## src/rtl/pd_ctrl_pkg.sv

```systemverilog
package pd_ctrl_pkg;

    // Register byte offsets on the APB
    localparam logic [11:0] SYSCTL_OFS = 12'h000;
    localparam logic [11:0] PDSTAT_OFS = 12'h004;

    // Control register field positions
    localparam int HW_STANDBY_PIN_SEL_BIT = 7;
    localparam int SETTLE_HI = 6;
    localparam int SETTLE_LO = 4;
    localparam int XRST_BIT = 3;
    localparam int NMI_EDGE_BIT = 2;
    localparam int HIE_BIT = 1;
    localparam int RAM_EN_BIT = 0;

    // Reset value of the control register and its writable bits
    localparam logic [7:0] SYSCTL_RST = 8'h09;
    localparam logic [7:0] SYSCTL_WMASK = 8'hF7;

    // Settling field codes
    localparam logic [2:0] SETTLE_8K = 3'h0;
    localparam logic [2:0] SETTLE_16K = 3'h1;
    localparam logic [2:0] SETTLE_32K = 3'h2;
    localparam logic [2:0] SETTLE_64K = 3'h3;
    localparam logic [2:0] SETTLE_128K = 3'h4;
    localparam logic [2:0] SETTLE_1K = 3'h5;

    // Settling counter width and the short wait (below the parameter limit)
    localparam int SETTLE_W = 18;
    localparam logic [SETTLE_W-1:0] SETTLE_1K_STATES = 18'h00400;

    // Pin vector layout: nmi, chip clear, hw standby, 8 ext ints, 16 keys
    localparam int PIN_W = 27;
    localparam int PIN_NMI = 0;
    localparam int PIN_CLR = 1;
    localparam int PIN_HWS = 2;
    localparam int PIN_EXT = 3;
    localparam int PIN_KEY = 11;

    // Operating modes
    typedef enum logic [2:0] {
        ST_RUN,
        ST_SLEEP,
        ST_SW_HW_STANDBY_PIN,
        ST_SETTLE,
        ST_CLEAR,
        ST_HW_HW_STANDBY_PIN
    } pd_state_e;

    // Control outputs toward the rest of the chip
    typedef struct packed {
        logic cpu_halt;
        logic cpu_reg_reset;
        logic periph_clk_en;
        logic periph_reset;
        logic osc_en;
        logic sys_clk_en;
        logic port_hold;
        logic port_hiz;
        logic chip_reset;
    } pd_ctl_s;

    localparam pd_ctl_s CTL_RST = '{1'b1, 1'b1, 1'b0, 1'b1, 1'b1, 1'b0, 1'b0, 1'b1, 1'b1};

endpackage

```

## src/rtl/power_down_mode_controller.sv

```systemverilog
`timescale 1ns/1ps

module power_down_mode_controller
    import pd_ctrl_pkg::*;
#(
    parameter bit FLASH_VARIANT = 1'b1,
    parameter logic [SETTLE_W-1:0] SETTLE_8K_STATES = 18'h02000,
    parameter logic [SETTLE_W-1:0] SETTLE_16K_STATES = 18'h04000,
    parameter logic [SETTLE_W-1:0] SETTLE_32K_STATES = 18'h08000,
    parameter logic [SETTLE_W-1:0] SETTLE_64K_STATES = 18'h10000,
    parameter logic [SETTLE_W-1:0] SETTLE_128K_STATES = 18'h20000
)
(
    // Clock and reset
    input wire logic i_clk,
    input wire logic i_arst_n,
    // APB slave
    input wire logic i_psel,
    input wire logic i_penable,
    input wire logic i_pwrite,
    input wire logic [11:0] i_paddr,
    input wire logic [31:0] i_pwdata,
    output logic [31:0] o_prdata,
    output logic o_pready,
    output logic o_pslverr,
    // CPU and interrupt logic, same clock
    input wire logic i_sleep_exec,
    input wire logic i_int_mask,
    input wire logic i_int_req,
    input wire logic [7:0] i_ext_int_enable_bits,
    // External pins, asynchronous
    input wire logic i_nmi_n,
    input wire logic i_chip_clear_pin_n,
    input wire logic i_hw_standby_pin_n,
    input wire logic [7:0] i_ext_int_pins_n,
    input wire logic [15:0] i_key_wake_inputs_n,
    // Mode controls toward the chip
    output pd_ctl_s o_ctl,
    output logic o_wake_int,
    output logic o_reset_exc,
    output logic o_onchip_ram_enable,
    output logic o_nmi_edge_select
);
    // Two-stage synchronisers on every pin
    logic [PIN_W-1:0] pin_raw;
    logic [PIN_W-1:0] sync1_q;
    logic [PIN_W-1:0] sync2_q;
    assign pin_raw = {i_key_wake_inputs_n, i_ext_int_pins_n, i_hw_standby_pin_n,
                      i_chip_clear_pin_n, i_nmi_n};
    generate
        for (genvar gi = 0; gi < PIN_W; gi++)
        begin : g_sync
            // Pins idle high, so the chain resets high
            always_ff @(posedge i_clk or negedge i_arst_n)
            begin
                if (!i_arst_n)
                begin
                    sync1_q[gi] <= 1'b1;
                    sync2_q[gi] <= 1'b1;
                end
                else
                begin
                    sync1_q[gi] <= pin_raw[gi];
                    sync2_q[gi] <= sync1_q[gi];
                end
            end
        end
    endgenerate
    // Synchronised pin levels
    wire nmi_lvl = sync2_q[PIN_NMI];
    wire clr_low = !sync2_q[PIN_CLR];
    wire hws_low = !sync2_q[PIN_HWS];
    wire [7:0] ext_low = ~sync2_q[PIN_EXT +: 8];
    wire key_any_low = !(&sync2_q[PIN_KEY +: 16]);
    // Control register and state
    logic [7:0] sysctl_q;
    logic [7:0] sysctl_d;
    pd_state_e state_q;
    pd_state_e state_d;
    logic [SETTLE_W-1:0] settle_q;
    logic [SETTLE_W-1:0] settle_d;
    logic nmi_prev_q;
    logic mask_at_sleep_q;
    logic wake_src_ext_q;
    // NMI edge follows the programmed edge select
    wire nmi_rise = nmi_lvl && !nmi_prev_q;
    wire nmi_fall = !nmi_lvl && nmi_prev_q;
    wire nmi_edge = sysctl_q[NMI_EDGE_BIT] ? nmi_rise : nmi_fall;
    // Standby wake sources; ext 6 merges the key inputs
    wire irq6_low = ext_low[6] || key_any_low;
    wire [3:0] hw_standby_pin_src = {irq6_low, ext_low[2:0]};
    wire [3:0] hw_standby_pin_en = {i_ext_int_enable_bits[6], i_ext_int_enable_bits[2:0]};
    // Ext 3, 4, 5 and 7 are not looked at here; software disables them first
    wire hw_standby_pin_wake = nmi_edge || (|(hw_standby_pin_src & hw_standby_pin_en));
    // Sleep wake: masked requests count only via NMI
    wire sleep_wake = nmi_edge || (i_int_req && !mask_at_sleep_q);
    // Settling code to wait length
    wire [2:0] settle_code = sysctl_q[SETTLE_HI:SETTLE_LO];
    logic [SETTLE_W-1:0] settle_len;
    always_comb
    begin
        unique case (settle_code)
            SETTLE_8K: settle_len = SETTLE_8K_STATES;
            SETTLE_16K: settle_len = SETTLE_16K_STATES;
            SETTLE_32K: settle_len = SETTLE_32K_STATES;
            SETTLE_64K: settle_len = SETTLE_64K_STATES;
            SETTLE_128K: settle_len = SETTLE_128K_STATES;
            // Short wait only on the flash variant; unused codes take the longest
            SETTLE_1K: settle_len = FLASH_VARIANT ? SETTLE_1K_STATES : SETTLE_128K_STATES;
            default: settle_len = SETTLE_128K_STATES;
        endcase
    end
    // Mode sequencing, hw standby first, then chip clear, then interrupts
    always_comb
    begin
        state_d = state_q;
        settle_d = settle_q;
        if (hws_low)
            state_d = ST_HW_HW_STANDBY_PIN;
        else
        begin
            unique case (state_q)
                ST_RUN:
                begin
                    if (clr_low)
                        state_d = ST_CLEAR;
                    else if (i_sleep_exec)
                        state_d = sysctl_q[HW_STANDBY_PIN_SEL_BIT] ? ST_SW_HW_STANDBY_PIN : ST_SLEEP;
                end
                ST_SLEEP:
                begin
                    if (clr_low)
                        state_d = ST_CLEAR;
                    else if (sleep_wake)
                        state_d = ST_RUN;
                end
                ST_SW_HW_STANDBY_PIN:
                begin
                    if (clr_low)
                        state_d = ST_CLEAR;
                    else if (hw_standby_pin_wake)
                    begin
                        state_d = ST_SETTLE;
                        settle_d = settle_len - 18'h00001;
                    end
                end
                ST_SETTLE:
                begin
                    if (clr_low)
                        state_d = ST_CLEAR;
                    else if (settle_q == '0)
                        state_d = ST_RUN;
                    else
                        settle_d = settle_q - 18'h00001;
                end
                // Oscillator runs here; reset starts when clear rises
                ST_CLEAR:
                begin
                    if (!clr_low)
                        state_d = ST_RUN;
                end
                // Leaving hw standby goes through the clear state
                ST_HW_HW_STANDBY_PIN: state_d = ST_CLEAR;
            endcase
        end
    end
    // Control outputs decoded from the next state, so they leave a flop
    pd_ctl_s ctl_d;
    always_comb
    begin
        ctl_d = '0;
        unique case (state_d)
            ST_RUN:
            begin
                ctl_d.periph_clk_en = 1'b1;
                ctl_d.osc_en = 1'b1;
                ctl_d.sys_clk_en = 1'b1;
            end
            ST_SLEEP:
            begin
                ctl_d.cpu_halt = 1'b1;
                ctl_d.periph_clk_en = 1'b1;
                ctl_d.osc_en = 1'b1;
                ctl_d.sys_clk_en = 1'b1;
            end
            ST_SW_HW_STANDBY_PIN, ST_SETTLE:
            begin
                ctl_d.cpu_halt = 1'b1;
                ctl_d.periph_reset = 1'b1;
                ctl_d.port_hold = 1'b1;
                ctl_d.osc_en = (state_d == ST_SETTLE);
            end
            ST_CLEAR:
            begin
                ctl_d.cpu_halt = 1'b1;
                ctl_d.cpu_reg_reset = 1'b1;
                ctl_d.periph_reset = 1'b1;
                ctl_d.osc_en = 1'b1;
                ctl_d.sys_clk_en = 1'b1;
                ctl_d.chip_reset = 1'b1;
            end
            ST_HW_HW_STANDBY_PIN:
            begin
                ctl_d.cpu_halt = 1'b1;
                ctl_d.cpu_reg_reset = 1'b1;
                ctl_d.periph_reset = 1'b1;
                ctl_d.port_hiz = 1'b1;
                ctl_d.chip_reset = 1'b1;
            end
        endcase
    end
    // One-cycle starts of interrupt and reset handling
    wire wake_int_d = (state_d == ST_RUN) && (state_q == ST_SLEEP || state_q == ST_SETTLE);
    wire reset_exc_d = (state_d == ST_RUN) && (state_q == ST_CLEAR);
    // APB decode; one wait-free access, answer registered in setup
    wire apb_setup = i_psel && !i_penable;
    wire hit_ctl = (i_paddr == SYSCTL_OFS);
    wire hit_stat = (i_paddr == PDSTAT_OFS);
    wire apb_wr = i_psel && i_penable && o_pready && i_pwrite && !o_pslverr;
    wire ctl_wr = apb_wr && hit_ctl;
    wire [31:0] stat_word = {8'h00, wake_src_ext_q, mask_at_sleep_q, settle_q,
                             1'b0, 3'(state_q)};
    wire [31:0] rd_mux = hit_ctl ? {24'h000000, sysctl_q} : (hit_stat ? stat_word : 32'h0);
    wire wr_to_stat = i_pwrite && hit_stat;
    // Control register: writes keep read-only bits; hw standby reinitialises it
    always_comb
    begin
        sysctl_d = sysctl_q;
        if (state_q == ST_HW_HW_STANDBY_PIN)
            sysctl_d = SYSCTL_RST;
        else if (ctl_wr)
            sysctl_d = (i_pwdata[7:0] & SYSCTL_WMASK) | (sysctl_q & ~SYSCTL_WMASK);
    end
    // Mode state and counter; hardware never clears standby select on wake
    always_ff @(posedge i_clk or negedge i_arst_n)
    begin
        if (!i_arst_n)
        begin
            state_q <= ST_CLEAR;
            settle_q <= '0;
            sysctl_q <= SYSCTL_RST;
        end
        else
        begin
            state_q <= state_d;
            settle_q <= settle_d;
            sysctl_q <= sysctl_d;
        end
    end
    // Mask latch at SLEEP and wake source tracking
    always_ff @(posedge i_clk or negedge i_arst_n)
    begin
        if (!i_arst_n)
        begin
            nmi_prev_q <= 1'b1;
            mask_at_sleep_q <= 1'b0;
            wake_src_ext_q <= 1'b0;
        end
        else
        begin
            nmi_prev_q <= nmi_lvl;
            if (state_q == ST_RUN && i_sleep_exec)
                mask_at_sleep_q <= i_int_mask;
            if (state_q == ST_SW_HW_STANDBY_PIN && state_d == ST_SETTLE)
                wake_src_ext_q <= 1'b1;
            else if (state_d == ST_CLEAR)
                wake_src_ext_q <= 1'b0;
        end
    end
    // Registered outputs
    always_ff @(posedge i_clk or negedge i_arst_n)
    begin
        if (!i_arst_n)
        begin
            o_ctl <= CTL_RST;
            o_wake_int <= 1'b0;
            o_reset_exc <= 1'b0;
            o_onchip_ram_enable <= SYSCTL_RST[RAM_EN_BIT];
            o_nmi_edge_select <= SYSCTL_RST[NMI_EDGE_BIT];
        end
        else
        begin
            o_ctl <= ctl_d;
            o_wake_int <= wake_int_d;
            o_reset_exc <= reset_exc_d;
            o_onchip_ram_enable <= sysctl_d[RAM_EN_BIT];
            o_nmi_edge_select <= sysctl_d[NMI_EDGE_BIT];
        end
    end
    // APB answer; pready rises for exactly the first access cycle
    always_ff @(posedge i_clk or negedge i_arst_n)
    begin
        if (!i_arst_n)
        begin
            o_pready <= 1'b0;
            o_pslverr <= 1'b0;
            o_prdata <= 32'h0;
        end
        else
        begin
            o_pready <= apb_setup;
            o_pslverr <= apb_setup && (!(hit_ctl || hit_stat) || wr_to_stat);
            if (apb_setup)
                o_prdata <= i_pwrite ? 32'h0 : rd_mux;
        end
    end
endmodule

```

## config.mk

```make
export PLATFORM = sky130hd
export DESIGN_NAME = power_down_mode_controller
export DESIGN_NICKNAME = d
export VERILOG_FILES = /design/src/rtl/pd_ctrl_pkg.sv /design/src/rtl/power_down_mode_controller.sv
export SDC_FILE = /design/constraint.sdc
export NUM_CORES = 1
export LEC_CHECK = 0
export BUFFER_PORTS_ARGS = -buffer_cell sky130_fd_sc_hd__buf_2
export CAP_MARGIN = 5
export CELL_PAD_IN_SITES_DETAIL_PLACEMENT = 2
export CELL_PAD_IN_SITES_GLOBAL_PLACEMENT = 2
export CORE_MARGIN = 1
export CORE_UTILIZATION = 37
export CTS_BUF_LIST = sky130_fd_sc_hd__clkbuf_8
export CTS_CLUSTER_SIZE = 12
export DETAILED_ROUTE_END_ITERATION = 10
export HOLD_SLACK_MARGIN = 0.12
export PLACE_DENSITY = 0.91
export SYNTH_ARGS = -nofsm -noshare
export SYNTH_HDL_FRONTEND = slang
export SYNTH_SLANG_ARGS = --single-unit
```

## constraint.sdc

```tcl
create_clock -name i_clk -period 7.7 [get_ports i_clk]
set_input_delay 1.54 -clock i_clk [delete_from_list [all_inputs] [get_ports i_clk]]
set_output_delay 1.54 -clock i_clk [all_outputs]
set_load 0.02 [all_outputs]
```

==> flow_metrics.py <==
metrics = {
    "cts": {
        "cts_tree": "built",
        "cts_buffer_depth": 2,
        "cts.sinks": 114,
        "cts-resized-gates": 0,
        "cts_inserted_buffers": 17,
        "hold_buffers": 0,
        "path_clk_slew_ns": 0.07,
        "clk_latency_ns": 0.44,
        "root_buffer": "clkbuf_8",
        "cts_setup_buffers": 0,
        "htree_levels": 4,
    },
    "critical_path": {
        "crit_type": "input port to flip-flop",
        "required_ns": 8.07,
        "rr_startpoint": "state_q[2]$_DFF_PN1_",
        "crit_start": "i_penable",
        "worstPathMaxFanout": 27,
        "cp-start-kind": "input port",
        "r2r_end": "settle_q[16]$_DFFE_PN0P_",
        "ff2ff_setup_slack_ns": 4.42,
        "reg2regPathDepth": 8,
        "endpoint_kind": "flip-flop",
        "cp.arrival_ns": 4.19,
    },
    "floorplan": {
        "initial_utilization": 0.3855,
        "core_mm2": 0.01216,
        "dieArea_mm2": 0.01313,
        "die_h_um": 114.6,
        "rows": 40,
        "die_x_um": 114.6,
        "num_io_pins": 134,
    },
    "grt": {
        "track_usage": 0.2240,
        "grt_pass1_wl_um": 21600,
        "grt_pass1_vias": 3967,
        "grt_max_degree": 73,
        "gr-total-overflow": 0,
        "antenna_found_initial": 0,
    },
    "sta": {
        "max_freq_mhz": 261.2,
        "final.setup.tns_ns": 0,
        "rsz0062_at_grt": "no",
        "slew_headroom": 0.2100,
        "worstMarginPinSlew_ns": 1.181,
        "setup_viol": 0,
        "finClkSkew_ns": 0.01106,
        "fin_crit_sh": 0.4971,
        "final_max_slew_viol_count": 0,
        "hold_violations": 0,
        "min_period_ns": 3.828,
    },
    "route": {
        "routed-via-count": 3516,
        "drtPass1Iterations": 4,
        "postRouteAntennaNets": 0,
        "wl_um": 13380,
        "drt_iter0_markers": 154,
        "wl_per_cell_um": 20.09,
        "drcViolationCount": 0,
        "via_per_inst": 5.279,
    },
    "yosys": {
        "synth_area_per_cell_um2": 11.84,
        "synth_cell_type_count": 61,
        "postSynthCellCount": 396,
        "netlist_top_cells_area": "dfrtp_1 31%, dfstp_2 31%, mux2i_1 3.0%",
        "yosysWarningCount": 0,
        "async_flop_share": 1.000,
        "synth_edf_count": 0,
        "synth_top_cell_area_share": 0.3149,
        "ys_ff_latch": 114,
        "yosysSeqAreaShare": 0.6232,
        "syn-cell-area_mm2": 0.004688,
        "synth_ff_type": "dfrtp_1",
        "yosys.area.top_type": "dfrtp_1",
    },
    "power_and_ir_drop": {
        "clkPwrFrac": 0.449,
        "swShare": 0.2503,
        "pwr-share-comb": 0.047,
        "power_density_mw_per_mm2": 225.9,
        "p_switching_mw": 0.3164,
        "internal_power_mw": 0.9474,
        "ir_drop_v": 0.0001718,
        "pwr-share-seq": 0.503,
        "p_leak_nw": 2.546,
    },
    "layout": {
        "final_net_count": 573,
        "syn_to_final_growth_pct": 19.35,
        "layout_commonest_cell": "buf_2",
        "layout-drive-gt1-share": 0.4137,
        "post-route-util": 0.4601,
        "mostFrequentLayoutCells": "91 x buf_2, 59 x dfrtp_1, 55 x dfstp_2",
        "antennaDiodeCount": 0,
    },
    "worst_hold_path": {
        "worstHoldPathCells": 0,
        "hold_class": "flip-flop to flip-flop",
        "hp-start": "sync1_q[14]$_DFF_PN1_",
        "min_to": "sync2_q[14]$_DFF_PN1_",
    },
    "placement": {
        "gp_congestion": 0.7935,
        "dpl.hpwl_um": 8811,
        "numPortBuffers": 92,
    },
    "job": {
        "cap_viol_max_count": 0,
    },
    "status": {
        "status": "completed",
    },
}
==> through the flow <==
stage	worst slack [ns]	hold slack [ns]	total power, mW	std cells	area [um^2]
finish	3.872	0.3565	1.264	666	5595
global placement	3.434	0.3458	0.7005	634	5195
floorplan	4.442	0.3452	0.6719	403	4715
global route	3.551	0.3596	1.313	666	5595
detailed placement	3.319	0.3475	0.7069	634	5195
CTS	3.778	0.3587	1.280	666	5595
==> worst max-delay path, cell delays in order <==
cell and delay, ns:
buf_2 0.10, nand2b_1 0.62, or3_1 0.72, nor2_1 0.93, a22o_1 0.27
==> cell usage after synthesis (all sizes together) (2+ instances only) <==
master	n
nand4	6
dfstp	55
dfrtp	59
o311ai	4
or4	2
inv	9
o21a	2
o211ai	3
nor2	31
nor4	4
or2	5
a22o	16
clkbuf	16
a31oi	4
a2111oi	3
nand3	14
nand3b	5
a211oi	2
o21ai	24
mux2	2
nand2	31
a21oi	22
nor3	14
buf	13
nand2b	5
or3	6
mux2i	14
or2b	3
and3b	2
a41oi	2
==> cell families after synthesis <==
group | share of synthesized area
compound gates | 0.1390
fa+ha+maj | 0.002668
buf+inv | 0.04991
flops | 0.6232
mux | 0.03469
other cells | 0.0007999
simple gates | 0.1497
==> metal layers <==
layer	wire [um]	GRT usage	share of wire
met1	5429	0.2545	0.41
met2	7015	0.3915	0.52
met3	627	0.06088	0.047
met4	310	0.1048	0.023
met5	0	0	0
==> registers in the layout, indices dropped and copies added (netlist names) <==
register and cells:
o_prdata 24, sync1_q 23, sync2_q 22, settle_q 18, o_ctl 8, sysctl_q 8
state_q 3, mask_at_sleep_q 1, nmi_lvl 1, nmi_prev_q 1, o_pready 1, o_pslverr 1
o_reset_exc 1, o_wake_int 1, wake_src_ext_q 1
==> layout make-up <==
cell class	instances	area, um^2
flip-flops and latches	114	2922
multi-input cells	250	1559
fillers	1256	6566
inverters	9	33.78
well taps	168	210.2
clock inverters	14	152.6
clock buffers	18	247.7
repair buffers	93	470.5
==> power by group through the flow <==
stage	Combinational, mW	Clock, mW	Sequential (mW)
after detailed placement	0.0604	0	0.646
after CTS	0.0613	0.582	0.637
after global routing	0.0660	0.609	0.638
after floorplan	0.0264	0	0.645
final	0.0597	0.568	0.636
after global placement	0.0564	0	0.644
==> worst max path at each step <==
stage,slack [ns],end,cells after the start
finish,3.87,o_prdata[16]$_DFFE_PN0P_,5
global route,3.55,o_prdata[16]$_DFFE_PN0P_,5
CTS,3.78,o_prdata[16]$_DFFE_PN0P_,5
detailed placement,3.32,o_prdata[11]$_DFFE_PN0P_,5
global placement,3.43,o_prdata[11]$_DFFE_PN0P_,5
floorplan,4.44,settle_q[6]$_DFFE_PN0P_,7
No activity file was read; power rests on OpenSTA's default activity.
